## src/verilog/umap_map.svh

```systemverilog
// Purpose: offsets, fields, reset values and timing of the user io mapper
// Assumes: axi4-lite byte addresses, 125 MHz clock
// Notes: definitions only
//
// Summary of operation
// - analog-driven parameters apply only with analog source; source resets to local
// - absent analog input reads as zero, giving a zero set point
// - standard analog inputs are heavily low-pass filtered before use
// - high-speed input is unfiltered and refreshed every 500 us
// - set point parameters map input range linearly to 0..100% rated
// - trip parameters map input range linearly to 10..110% rated
// - analog-driven parameter ignores stored value and rejects panel and bus writes
// - analog-derived set and trip points stay readable
// - analog outputs report v, i or p from sense leads or terminals
// - each digital input may be assigned any input function
// - stop wins over start when both are requested together
// - enable function enables power while its input is high and no fault is latched
// - interlock input must stay high; its removal trips the device
// - clear-fault removes fault only when the fault condition is gone
// - lock input high blocks front panel keypresses
// - momentary functions fire on a rising edge held at least 3 ms
`ifndef UMAP_MAP_SVH
`define UMAP_MAP_SVH
`define UMAP_CLK_MHZ 125
`define UMAP_HS_PERIOD_US 500
`define UMAP_PULSE_MIN_US 3000
`define UMAP_FILT_SHIFT 6
`define UMAP_TRIP_BASE 17'h0_199A
`define UMAP_OFS_CTRL 8'h00
`define UMAP_OFS_AI_ASG 8'h04
`define UMAP_OFS_AO_SEL 8'h08
`define UMAP_OFS_DI_ASG 8'h0C
`define UMAP_OFS_CMD 8'h10
`define UMAP_OFS_STATUS 8'h14
`define UMAP_OFS_IRQ_STAT 8'h18
`define UMAP_OFS_IRQ_MASK 8'h1C
`define UMAP_OFS_SETPT 8'h20
`define UMAP_OFS_SETPT_END 8'h34
`define UMAP_CTRL_SRC_LSB 0
`define UMAP_CTRL_RSENSE_BIT 4
`define UMAP_CMD_START_BIT 0
`define UMAP_CMD_STOP_BIT 1
`define UMAP_CMD_CLEAR_BIT 2
`define UMAP_IRQ_TRIP_BIT 0
`define UMAP_IRQ_CLEARED_BIT 1
`define UMAP_IRQ_REJECT_BIT 2
`define UMAP_IRQ_STOP_BIT 3
`define UMAP_IRQ_START_BIT 4
`define UMAP_CTRL_RST 32'h0000_0000
`define UMAP_AI_ASG_RST 32'h0000_0008
`define UMAP_AO_SEL_RST 32'h0000_0006
`define UMAP_DI_ASG_RST 32'h0000_0019
`define UMAP_RESP_OKAY 2'h0
`define UMAP_RESP_SLVERR 2'h2
`endif

```

## src/verilog/umap_pkg.sv

```systemverilog
// Purpose: types of the user io mapper
// Assumes: four analog and four digital inputs
// Notes: widths fixed by the connector
package umap_pkg;
	typedef enum logic [1:0] {UMAP_SRC_LOCAL, UMAP_SRC_FGEN, UMAP_SRC_ANALOG,
		UMAP_SRC_SEQ} umap_src_t;
	typedef enum logic [2:0] {UMAP_DI_NONE, UMAP_DI_ENABLE, UMAP_DI_INTERLOCK, UMAP_DI_CLEAR,
		UMAP_DI_LOCK, UMAP_DI_START, UMAP_DI_STOP} umap_difn_t;
	typedef enum logic [1:0] {UMAP_AO_OFF, UMAP_AO_VOLT, UMAP_AO_CURR,
		UMAP_AO_POWER} umap_aosel_t;
	typedef struct packed {
		logic [7:0] awaddr; logic awvalid; logic [31:0] wdata; logic [3:0] wstrb;
		logic wvalid; logic bready; logic [7:0] araddr; logic arvalid; logic rready;
	} umap_axil_req_t;
	typedef struct packed {
		logic awready; logic wready; logic [1:0] bresp; logic bvalid;
		logic arready; logic [31:0] rdata; logic [1:0] rresp; logic rvalid;
	} umap_axil_rsp_t;
	typedef struct packed {
		logic [3:0][15:0] data; logic [3:0] valid; logic [3:0] present;
	} umap_ai_t;
	typedef struct packed {
		logic [2:0][15:0] term; logic [2:0][15:0] sense;
	} umap_meas_t;
	typedef struct packed {
		logic key_valid; logic wr; logic [2:0] wr_idx; logic [16:0] wr_data;
	} umap_panel_t;
	typedef struct packed {
		logic [3:0] sync1; logic [3:0] sync2; logic [3:0][19:0] cnt;
		logic [3:0] armed; logic [3:0] pulse;
	} umap_dq_state_t;
	typedef struct packed {
		logic [1:0] src; logic rsense; logic [5:0][2:0] ai_asg; logic [2:0][1:0] ao_sel;
		logic [3:0][2:0] di_asg; logic [5:0][16:0] stored; logic [5:0][16:0] eff;
		logic [3:0][23:0] filt; logic [15:0] hs; logic [19:0] hs_cnt; logic hs_tick;
		logic [2:0][15:0] ao; logic running; logic fault; logic power_en; logic lock;
		logic [4:0] irq_stat; logic [4:0] irq_mask;
		logic aw_held; logic [7:0] aw_addr; logic w_held; logic [31:0] wdata;
		logic [3:0] wstrb; logic bvalid; logic [1:0] bresp;
		logic rvalid; logic [31:0] rdata; logic [1:0] rresp;
	} umap_state_t;
endpackage : umap_pkg

```

## src/verilog/umap_din_qual.sv

```systemverilog
// Purpose: synchronise digital inputs and qualify momentary edges
// Assumes: inputs asynchronous to clock_i
// Notes: pulse needs the level held PULSE_CYCLES after a rising edge
`timescale 1ns/100ps
module umap_din_qual #(
	parameter int PULSE_CYCLES = 375000
) (
	// clock and reset
	input wire logic clock_i,
	input wire logic rst_b_i,
	// pins and qualified view
	input wire logic [3:0] din_i,
	output logic [3:0] level_o,
	output logic [3:0] pulse_o
);
	localparam logic [19:0] CNT_LAST = 20'(PULSE_CYCLES - 1);
	umap_pkg::umap_dq_state_t st_reg;
	umap_pkg::umap_dq_state_t st_next;

	always_comb begin
		st_next = st_reg;
		st_next.sync1 = din_i;
		st_next.sync2 = st_reg.sync1;
		for (int k = 0; k < 4; k++) begin
			st_next.pulse[k] = 1'b0;
			if (!st_reg.sync2[k]) begin
				st_next.cnt[k] = 20'h0_0000;
				st_next.armed[k] = 1'b1;
			end else if (st_reg.armed[k]) begin
				// short glitches re-arm without firing
				if (st_reg.cnt[k] == CNT_LAST) begin
					st_next.pulse[k] = 1'b1;
					st_next.armed[k] = 1'b0;
				end else begin
					st_next.cnt[k] = st_reg.cnt[k] + 20'h0_0001;
				end
			end
		end
	end

	// armed clear at reset, but sync2 resets low and arms on the first clock: a level already high fires as an edge
	always_ff @(posedge clock_i or negedge rst_b_i) begin
		if (!rst_b_i) begin
			st_reg <= '0;
		end else begin
			st_reg <= st_next;
		end
	end

	assign level_o = st_reg.sync2;
	assign pulse_o = st_reg.pulse;
endmodule : umap_din_qual

```

## src/verilog/umap_top.sv

```systemverilog
// Purpose: user io function mapper with axi4-lite registers
// Assumes: adc samples and measurements arrive synchronous to clock_i
// Notes: set points are fractions of rating, 17'h1_0000 is 100%
`timescale 1ns/100ps
`include "umap_map.svh"
module umap_top #(
	parameter int HS_CYCLES = `UMAP_HS_PERIOD_US * `UMAP_CLK_MHZ,
	parameter int PULSE_CYCLES = `UMAP_PULSE_MIN_US * `UMAP_CLK_MHZ
) (
	// clock and reset
	input wire logic clock_i,
	input wire logic rst_b_i,
	// register bus
	input wire umap_pkg::umap_axil_req_t axi_req_i,
	output umap_pkg::umap_axil_rsp_t axi_rsp_o,
	// analog side
	input wire umap_pkg::umap_ai_t ai_i,
	input wire umap_pkg::umap_meas_t meas_i,
	output logic [5:0][16:0] setpoints_o,
	output logic [2:0][15:0] ao_o,
	// digital side
	input wire logic [3:0] din_i,
	input wire logic fault_cond_i,
	output logic power_en_o,
	output logic fault_o,
	output logic lock_o,
	// front panel
	input wire umap_pkg::umap_panel_t panel_i,
	output logic panel_key_accept_o,
	output logic irq_o
);
	localparam logic [19:0] HS_LAST = 20'(HS_CYCLES - 1);
	umap_pkg::umap_state_t st_reg;
	umap_pkg::umap_state_t st_next;
	logic [3:0] lvl;
	logic [3:0] pls;
	logic [5:0] driven;
	logic [3:0][15:0] code;
	logic en_asg, en_lvl, ilk_asg, ilk_ok, lock_act, clr_pls, start_pls, stop_pls;
	logic [31:0] ctrl_v, status_v;

	umap_din_qual #(.PULSE_CYCLES(PULSE_CYCLES)) u_qual (
		.clock_i(clock_i),
		.rst_b_i(rst_b_i),
		.din_i(din_i),
		.level_o(lvl),
		.pulse_o(pls)
	);

	////////////////////////////////////////////////////////////////////////////
	function automatic logic [3:0] hits(input logic [3:0][2:0] asg,
		input umap_pkg::umap_difn_t fn);
		for (int k = 0; k < 4; k++) begin
			hits[k] = (umap_pkg::umap_difn_t'(asg[k]) == fn);
		end
	endfunction : hits

	function automatic logic [31:0] wmerge(input logic [31:0] old, input logic [31:0] d,
		input logic [3:0] s);
		for (int b = 0; b < 4; b++) begin
			wmerge[8*b +: 8] = s[b] ? d[8*b +: 8] : old[8*b +: 8];
		end
	endfunction : wmerge

	function automatic logic [16:0] scale_code(input logic [15:0] c, input logic trip);
		scale_code = trip ? {1'b0, c} + `UMAP_TRIP_BASE : {1'b0, c};
	endfunction : scale_code

	// one-pole iir; long time constant trades response for stability
	function automatic logic [23:0] filt_step(input logic [23:0] acc, input logic [15:0] x);
		logic signed [24:0] diff;
		diff = $signed({1'b0, x, 8'h00}) - $signed({1'b0, acc});
		filt_step = acc + 24'(diff >>> `UMAP_FILT_SHIFT);
	endfunction : filt_step

	////////////////////////////////////////////////////////////////////////////
	assign en_asg = |hits(st_reg.di_asg, umap_pkg::UMAP_DI_ENABLE);
	assign en_lvl = |(hits(st_reg.di_asg, umap_pkg::UMAP_DI_ENABLE) & lvl);
	assign ilk_asg = |hits(st_reg.di_asg, umap_pkg::UMAP_DI_INTERLOCK);
	assign ilk_ok = &(~hits(st_reg.di_asg, umap_pkg::UMAP_DI_INTERLOCK) | lvl);
	assign lock_act = |(hits(st_reg.di_asg, umap_pkg::UMAP_DI_LOCK) & lvl);
	assign clr_pls = |(hits(st_reg.di_asg, umap_pkg::UMAP_DI_CLEAR) & pls);
	assign start_pls = |(hits(st_reg.di_asg, umap_pkg::UMAP_DI_START) & pls);
	assign stop_pls = |(hits(st_reg.di_asg, umap_pkg::UMAP_DI_STOP) & pls);
	assign code[0] = st_reg.filt[0][23:8];
	assign code[1] = st_reg.hs;
	assign code[2] = st_reg.filt[2][23:8];
	assign code[3] = st_reg.filt[3][23:8];
	assign ctrl_v = (32'(st_reg.src) << `UMAP_CTRL_SRC_LSB)
		| (32'(st_reg.rsense) << `UMAP_CTRL_RSENSE_BIT);
	assign status_v = {26'h000_0000, fault_cond_i, st_reg.lock, ilk_ok, st_reg.fault,
		st_reg.power_en, st_reg.running};
	always_comb begin
		for (int k = 0; k < 6; k++) begin
			driven[k] = (umap_pkg::umap_src_t'(st_reg.src) == umap_pkg::UMAP_SRC_ANALOG)
				&& (st_reg.ai_asg[k] != 3'h0) && (st_reg.ai_asg[k] <= 3'h4);
		end
	end

	////////////////////////////////////////////////////////////////////////////
	always_comb begin
		logic [31:0] nv;
		logic [2:0] idx;
		logic [15:0] smp;
		logic [2:0][15:0] m;
		logic sw_start, sw_stop, sw_clr, reject, clr_ok, trip, start_req, stop_req;
		logic [4:0] w1c, ev;
		nv = 32'h0000_0000;
		idx = 3'h0;
		smp = 16'h0000;
		m = '0;
		sw_start = 1'b0;
		sw_stop = 1'b0;
		sw_clr = 1'b0;
		reject = 1'b0;
		w1c = 5'h00;
		ev = 5'h00;
		trip = 1'b0;
		clr_ok = 1'b0;
		start_req = 1'b0;
		stop_req = 1'b0;
		st_next = st_reg;
		// write channel: address and data taken in either order
		if (axi_req_i.awvalid && !st_reg.aw_held && !st_reg.bvalid) begin
			st_next.aw_held = 1'b1;
			st_next.aw_addr = axi_req_i.awaddr;
		end
		if (axi_req_i.wvalid && !st_reg.w_held && !st_reg.bvalid) begin
			st_next.w_held = 1'b1;
			st_next.wdata = axi_req_i.wdata;
			st_next.wstrb = axi_req_i.wstrb;
		end
		if (st_reg.bvalid && axi_req_i.bready) begin
			st_next.bvalid = 1'b0;
		end
		if (st_reg.aw_held && st_reg.w_held && !st_reg.bvalid) begin
			st_next.aw_held = 1'b0;
			st_next.w_held = 1'b0;
			st_next.bvalid = 1'b1;
			st_next.bresp = `UMAP_RESP_OKAY;
			unique case (st_reg.aw_addr)
				`UMAP_OFS_CTRL: begin
					nv = wmerge(ctrl_v, st_reg.wdata, st_reg.wstrb);
					st_next.src = nv[`UMAP_CTRL_SRC_LSB +: 2];
					st_next.rsense = nv[`UMAP_CTRL_RSENSE_BIT];
				end
				`UMAP_OFS_AI_ASG: begin
					nv = wmerge(32'(st_reg.ai_asg), st_reg.wdata, st_reg.wstrb);
					st_next.ai_asg = nv[17:0];
				end
				`UMAP_OFS_AO_SEL: begin
					nv = wmerge(32'(st_reg.ao_sel), st_reg.wdata, st_reg.wstrb);
					st_next.ao_sel = nv[5:0];
				end
				`UMAP_OFS_DI_ASG: begin
					nv = wmerge(32'(st_reg.di_asg), st_reg.wdata, st_reg.wstrb);
					st_next.di_asg = nv[11:0];
				end
				`UMAP_OFS_CMD: begin
					sw_start = st_reg.wstrb[0] && st_reg.wdata[`UMAP_CMD_START_BIT];
					sw_stop = st_reg.wstrb[0] && st_reg.wdata[`UMAP_CMD_STOP_BIT];
					sw_clr = st_reg.wstrb[0] && st_reg.wdata[`UMAP_CMD_CLEAR_BIT];
				end
				`UMAP_OFS_STATUS: begin
				end
				`UMAP_OFS_IRQ_STAT: begin
					w1c = st_reg.wstrb[0] ? st_reg.wdata[4:0] : 5'h00;
				end
				`UMAP_OFS_IRQ_MASK: begin
					nv = wmerge(32'(st_reg.irq_mask), st_reg.wdata, st_reg.wstrb);
					st_next.irq_mask = nv[4:0];
				end
				default: begin
					if (st_reg.aw_addr >= `UMAP_OFS_SETPT && st_reg.aw_addr <= `UMAP_OFS_SETPT_END
						&& st_reg.aw_addr[1:0] == 2'b00) begin
						idx = 3'((st_reg.aw_addr - `UMAP_OFS_SETPT) >> 2);
						if (driven[idx]) begin
							reject = 1'b1;
							st_next.bresp = `UMAP_RESP_SLVERR;
						end else begin
							nv = wmerge(32'(st_reg.stored[idx]), st_reg.wdata, st_reg.wstrb);
							st_next.stored[idx] = nv[16:0];
						end
					end else begin
						st_next.bresp = `UMAP_RESP_SLVERR;
					end
				end
			endcase
		end
		// front panel writes: refused when analog-driven or locked
		if (panel_i.wr && panel_i.wr_idx <= 3'h5) begin
			if (driven[panel_i.wr_idx] || lock_act) begin
				reject = 1'b1;
			end else begin
				st_next.stored[panel_i.wr_idx] = panel_i.wr_data;
			end
		end
		// read channel
		if (st_reg.rvalid && axi_req_i.rready) begin
			st_next.rvalid = 1'b0;
		end
		if (axi_req_i.arvalid && !st_reg.rvalid) begin
			st_next.rvalid = 1'b1;
			st_next.rresp = `UMAP_RESP_OKAY;
			unique case (axi_req_i.araddr)
				`UMAP_OFS_CTRL: st_next.rdata = ctrl_v;
				`UMAP_OFS_AI_ASG: st_next.rdata = 32'(st_reg.ai_asg);
				`UMAP_OFS_AO_SEL: st_next.rdata = 32'(st_reg.ao_sel);
				`UMAP_OFS_DI_ASG: st_next.rdata = 32'(st_reg.di_asg);
				`UMAP_OFS_CMD: st_next.rdata = 32'h0000_0000;
				`UMAP_OFS_STATUS: st_next.rdata = status_v;
				`UMAP_OFS_IRQ_STAT: st_next.rdata = 32'(st_reg.irq_stat);
				`UMAP_OFS_IRQ_MASK: st_next.rdata = 32'(st_reg.irq_mask);
				default: begin
					st_next.rdata = 32'h0000_0000;
					if (axi_req_i.araddr >= `UMAP_OFS_SETPT
						&& axi_req_i.araddr <= `UMAP_OFS_SETPT_END
						&& axi_req_i.araddr[1:0] == 2'b00) begin
						idx = 3'((axi_req_i.araddr - `UMAP_OFS_SETPT) >> 2);
						st_next.rdata = 32'(st_reg.eff[idx]);
					end else begin
						st_next.rresp = `UMAP_RESP_SLVERR;
					end
				end
			endcase
		end
		// analog inputs
		for (int k = 0; k < 4; k++) begin
			smp = ai_i.present[k] ? ai_i.data[k] : 16'h0000;
			if (k != 1 && ai_i.valid[k]) begin
				st_next.filt[k] = filt_step(st_reg.filt[k], smp);
			end
		end
		st_next.hs_tick = (st_reg.hs_cnt == HS_LAST);
		st_next.hs_cnt = st_next.hs_tick ? 20'h0_0000 : st_reg.hs_cnt + 20'h0_0001;
		if (st_reg.hs_tick) begin
			st_next.hs = ai_i.present[1] ? ai_i.data[1] : 16'h0000;
		end
		for (int k = 0; k < 6; k++) begin
			st_next.eff[k] = driven[k]
				? scale_code(code[2'(st_reg.ai_asg[k] - 3'h1)], k >= 3)
				: st_reg.stored[k];
		end
		m = st_reg.rsense ? meas_i.sense : meas_i.term;
		for (int j = 0; j < 3; j++) begin
			unique case (umap_pkg::umap_aosel_t'(st_reg.ao_sel[j]))
				umap_pkg::UMAP_AO_OFF: st_next.ao[j] = 16'h0000;
				umap_pkg::UMAP_AO_VOLT: st_next.ao[j] = m[0];
				umap_pkg::UMAP_AO_CURR: st_next.ao[j] = m[1];
				umap_pkg::UMAP_AO_POWER: st_next.ao[j] = m[2];
			endcase
		end
		// run, fault and enable
		start_req = sw_start || start_pls;
		stop_req = sw_stop || stop_pls;
		if (stop_req) begin
			st_next.running = 1'b0;
		end else if (start_req) begin
			st_next.running = 1'b1;
		end
		trip = ilk_asg && !ilk_ok;
		clr_ok = (sw_clr || clr_pls) && !fault_cond_i && !trip;
		st_next.fault = (st_reg.fault && !clr_ok) || trip;
		st_next.power_en = (en_asg ? en_lvl : st_reg.running) && !st_reg.fault;
		st_next.lock = lock_act;
		ev[`UMAP_IRQ_TRIP_BIT] = trip && !st_reg.fault;
		ev[`UMAP_IRQ_CLEARED_BIT] = clr_ok && st_reg.fault;
		ev[`UMAP_IRQ_REJECT_BIT] = reject;
		ev[`UMAP_IRQ_STOP_BIT] = stop_req;
		ev[`UMAP_IRQ_START_BIT] = start_req && !stop_req;
		// a new event beats a same-cycle clear
		st_next.irq_stat = (st_reg.irq_stat & ~w1c) | ev;
	end

	always_ff @(posedge clock_i or negedge rst_b_i) begin
		if (!rst_b_i) begin
			st_reg <= '0;
			st_reg.src <= 2'(`UMAP_CTRL_RST >> `UMAP_CTRL_SRC_LSB);
			st_reg.ai_asg <= 18'(`UMAP_AI_ASG_RST);
			st_reg.ao_sel <= 6'(`UMAP_AO_SEL_RST);
			st_reg.di_asg <= 12'(`UMAP_DI_ASG_RST);
		end else begin
			st_reg <= st_next;
		end
	end

	////////////////////////////////////////////////////////////////////////////
	assign axi_rsp_o.awready = !st_reg.aw_held && !st_reg.bvalid;
	assign axi_rsp_o.wready = !st_reg.w_held && !st_reg.bvalid;
	assign axi_rsp_o.bvalid = st_reg.bvalid;
	assign axi_rsp_o.bresp = st_reg.bresp;
	assign axi_rsp_o.arready = !st_reg.rvalid;
	assign axi_rsp_o.rvalid = st_reg.rvalid;
	assign axi_rsp_o.rdata = st_reg.rdata;
	assign axi_rsp_o.rresp = st_reg.rresp;
	assign setpoints_o = st_reg.eff;
	assign ao_o = st_reg.ao;
	assign power_en_o = st_reg.power_en;
	assign fault_o = st_reg.fault;
	assign lock_o = st_reg.lock;
	assign panel_key_accept_o = panel_i.key_valid && !lock_act;
	assign irq_o = |(st_reg.irq_stat & st_reg.irq_mask);
endmodule : umap_top

```

## config.mk

```make
export PLATFORM = sky130hd
export DESIGN_NAME = umap_top
export DESIGN_NICKNAME = d
export VERILOG_FILES = /design/src/verilog/umap_pkg.sv /design/src/verilog/umap_din_qual.sv /design/src/verilog/umap_top.sv
export VERILOG_INCLUDE_DIRS = /design/src /design/src/verilog
export SDC_FILE = /design/constraint.sdc
export NUM_CORES = 2
export LEC_CHECK = 0
export BUFFER_PORTS_ARGS = -buffer_cell sky130_fd_sc_hd__buf_4
export CAP_MARGIN = 30
export CORE_MARGIN = 1
export CORE_UTILIZATION = 48
export DETAILED_ROUTE_END_ITERATION = 16
export GPL_TIMING_DRIVEN = 0
export PLACE_DENSITY_LB_ADDON = 0.3
export SLEW_MARGIN = 20
export SYNTH_ARGS = -nofsm -noshare
export SYNTH_HDL_FRONTEND = slang
export SYNTH_SLANG_ARGS = --single-unit
```

## constraint.sdc

```tcl
create_clock -name clock_i -period 4.35 [get_ports clock_i]
set_clock_uncertainty 0.05 [all_clocks]
set_input_delay 0.87 -clock clock_i [delete_from_list [all_inputs] [get_ports clock_i]]
set_output_delay 0.87 -clock clock_i [all_outputs]
set_load 0.03 [all_outputs]
```

==> impl_metrics.toml <==
[routing]
num_vias = 31660
ant_nets = 0
viasPerCell = 5.988
drt-total-wl_um = 127700
avgRoutedWirePerCell_um = 24.15
dr.pass1.iters = 7
drc = 0
drt_iter0_drc = 3481

[critical_path]
path_class = "reg -> reg"
cp_top_family = "compound AO/OA/AOI/OAI gates"
crit_path_end_kind = "flop"
timing.rr.end = "code[15]"
slowest_delay_ps = 580
r2r_start = "st_reg[186]"
rr_worst_depth = 19
path_cells = "or4_4 -> nor3_4 -> nor3_2 -> o41ai_2 -> a21o_1 -> a21o_1 -> a21oi_2 -> o21bai_1 -> xnor2_1 -> ha_2 -> buf_4 -> a211oi_2 -> o31ai_2 -> a21oi_2 -> o211ai_1 -> a221oi_2 -> xnor2_1 -> nand2_1 -> xnor2_1"
cp-start-kind = "flop"
ff2ff_setup_slack_ps = -70
worstPathArrival_ps = 4900
crit_top_cell = "xnor2_1"
worst-path-buf-inv = 1
cp_max_fo = 5
slowest_stage = "or4_4"
crit_required_ps = 4830

[timing]
worst_slew_pin_slew_ps = 989.0
hold_viol = 0
fin_crit_ps = 4421
finalSetupViolations = 4
setup_ws_ps = -71.25
slew_headroom_pct = 34.07
finalSetupTns_ps = -175.6
clock.fmax_mhz = 226.2
rsz0062_at_grt = "yes"
slew_viol_final = 0
period_share_pct = 101.6

[die]
dieArea_sq_mm = 0.07805
io-pin-count = 450
die_w_um = 279.4
core_sq_mm = 0.07608
start_util_pct = 48.54
die_y_um = 279.4
num_rows = 101

[power]
combPwrFrac_pct = 57.3
internal_power_mw = 18.61
ir_drop_mv = 0.4493
p_seq_share_pct = 25.2
p_leak_nw = 20.07
power.switching_mw = 14.36
pwr-share-clk_pct = 17.5
p_sw_share_pct = 43.55
power.density_mw_per_mm2 = 734.1

[cts]
clock_sinks = 563
ctsHoldBuffers = 0
clk_latency_ps = 670
cts_tree = "done"
cts_buffers = 61
clkTransAtPathRegs_ps = 70
cts_buffer_depth = 3
h-tree-depth = 2
clock-root-buffer = "clkbuf_16"

[layout]
final_area_sq_mm = 0.04491
multi_input_area_sq_mm = 0.02084
final_nets = 4608
syn_to_final_growth_pct = 21.61
drive_gt1_share_pct = 29.95
seqCellArea_sq_mm = 0.01413
largest_reg_flops = 228
fillers = 6467

[synthesis]
synth_xor_area_share_pct = 5.431
synth_edf_count = 0
synth_top_area_share_pct = 37.74
yosysWarnings = 0
synth_simple_gate_area_share_pct = 13.44
synth_top_family_by_area = "multiplexers"
synth_flop_cell = "dfrtp_1"
ys_async_sr_fraction_pct = 100.0
avgSynthCellArea_sq_um = 10.09
ys_seq_elements = 563
synth-compound-area-share_pct = 11.71
ys_types = 84
syn-cell-area_sq_mm = 0.03693
synth_area_leader_cell = "dfrtp_1"
synthAdderAreaFrac_pct = 5.177
synth_area_leaders = "dfrtp_1 (38%), mux4_2 (8.1%), mux2_2 (5.4%)"
syn_inst = 3659
synthMuxAreaShare_pct = 18.91
ys_seq_area_share_pct = 38.17

[placed_design]
hpwl_um = 96680
postPlaceCellArea_sq_mm = 0.04185
place_congestion = 1.033
portBuffers = 412

[global_routing]
grt_pass1_wl_um = 187100
grt_pass1_vias = 30350
antenna_found_initial = 7
grt_overflow = 0
grtUsageTotal_pct = 31.78
grt_max_degree = 100

[run]
maxCapViolations = 0

[hold_path]
hold_class = "in -> async"

[outcome]
outcome = "finished, violations left"
violations = "negative setup slack"
-- power by group through the flow --
| stage | clock, mW | sequential [mW] | combinational, mW |
|---|---|---|---|
| after global routing | 6.01 | 8.35 | 20.3 |
| after global placement | 0 | 8.35 | 16.7 |
| after floorplan | 0 | 7.41 | 13.0 |
| after CTS | 5.82 | 8.20 | 17.5 |
| final | 5.77 | 8.31 | 18.9 |
| after detailed placement | 0 | 8.40 | 16.9 |
-- cell families after synthesis --
family	count (synthesis)
AOI/OAI and AO/OA	710
xor gates and xnor gates	229
adders and majority gates	151
buffers and inverters	508
DFF	563
muxes	509
other	1
and+or+nand+nor	988
-- worst max path at each step --
stage,from,endpoint,depth (start not counted)
after global routing,ai_i[0],code[14],21
after floorplan,ai_i[3],code[63],20
after detailed placement,st_reg[510],setpoints_o[66],16
final,st_reg[186],code[15],19
after global placement,rst_b_i,st_reg[186],1
after CTS,st_reg[189],code[14],18
-- through the flow --
| stage | hold slack (ps) | instances | worst slack, ps | power [mW] | utilization (%) |
|---|---|---|---|---|---|
| 4_1_cts | 45.81 | 5254 | -159.1 | 31.57 | 58.36 |
| 5_1_grt | 74.15 | 5286 | -255.0 | 34.71 | 59.03 |
| 3_5_place_dp | 284.7 | 5124 | -987.0 | 25.29 | 55.00 |
| 2_1_floorplan | 281.2 | 3674 | -279.4 | 20.41 | - |
| 6_report | 54.54 | 5287 | -71.25 | 32.97 | 59.03 |
| 3_3_place_gp | 285.1 | 5116 | -3921 | 25.00 | 54.74 |
-- Yosys cell counts (17+ instances only) --
library cell	number
xnor2_1	145
a22o_1	17
mux2_2	178
nor2b_1	29
and2_1	128
o21ai_0	272
nand2_1	351
inv_1	147
o22ai_1	38
nand4_1	42
or3_1	20
mux4_2	133
a31oi_1	23
and3_1	30
clkbuf_1	126
o211ai_1	41
ha_1	148
nor3_1	36
nand3_1	86
buf_2	22
mux2i_1	198
buf_1	23
buf_4	188
dfrtp_1	557
o21a_1	24
nor2_1	150
a21oi_1	144
nand2b_1	31
a21o_1	45
xor2_1	84
-- layer usage --
layer	wire length [um]	track usage, %
met5	22	0
met4	7562	15.75
met3	13570	7.106
met2	57640	49.88
met1	48890	41.48
-- layout make-up --
class,instances,area share (%)
multi-input cells,2603,46.40
flip-flops and latches,563,31.46
repair buffers,474,8.241
plain buffers,353,4.803
clock buffers,80,3.825
well taps,1030,2.870
inverters,147,1.234
clock inverters,34,1.153
diodes,3,0.01672
-- cell usage in the layout (no fill, tap or decap), drive strengths merged, types with 10 or more instances in the layout --
cell	instances
nand2	352
or3	20
a31oi	23
a22o	17
buf	708
dfrtp	557
clkinv	17
xnor2	145
nand2b	31
a21boi	10
and3	30
xor2	84
a21oi	144
a22oi	14
nand4b	11
bufinv	11
mux2i	198
nor3	37
nand4	42
o22ai	38
nor4	12
mux4	133
clkbuf	199
nor4b	11
nor2	151
o21a	24
conb	16
o211ai	41
mux2	178
ha	148
nand3	86
nor2b	29
a21o	45
inv	149
o21ai	281
and2	130
-- timing repair --
| item | 4_1_cts | 5_1_grt |
|---|---|---|
| buffers inserted | 22 | 32 |
| endpoints found under the setup margin | 180 | 129 |
| pin swaps | 15 | 54 |
| cloned | 0 | 0 |
| gates resized for setup | 66 | 77 |
Note: power is estimated with default switching activity, not from simulation.
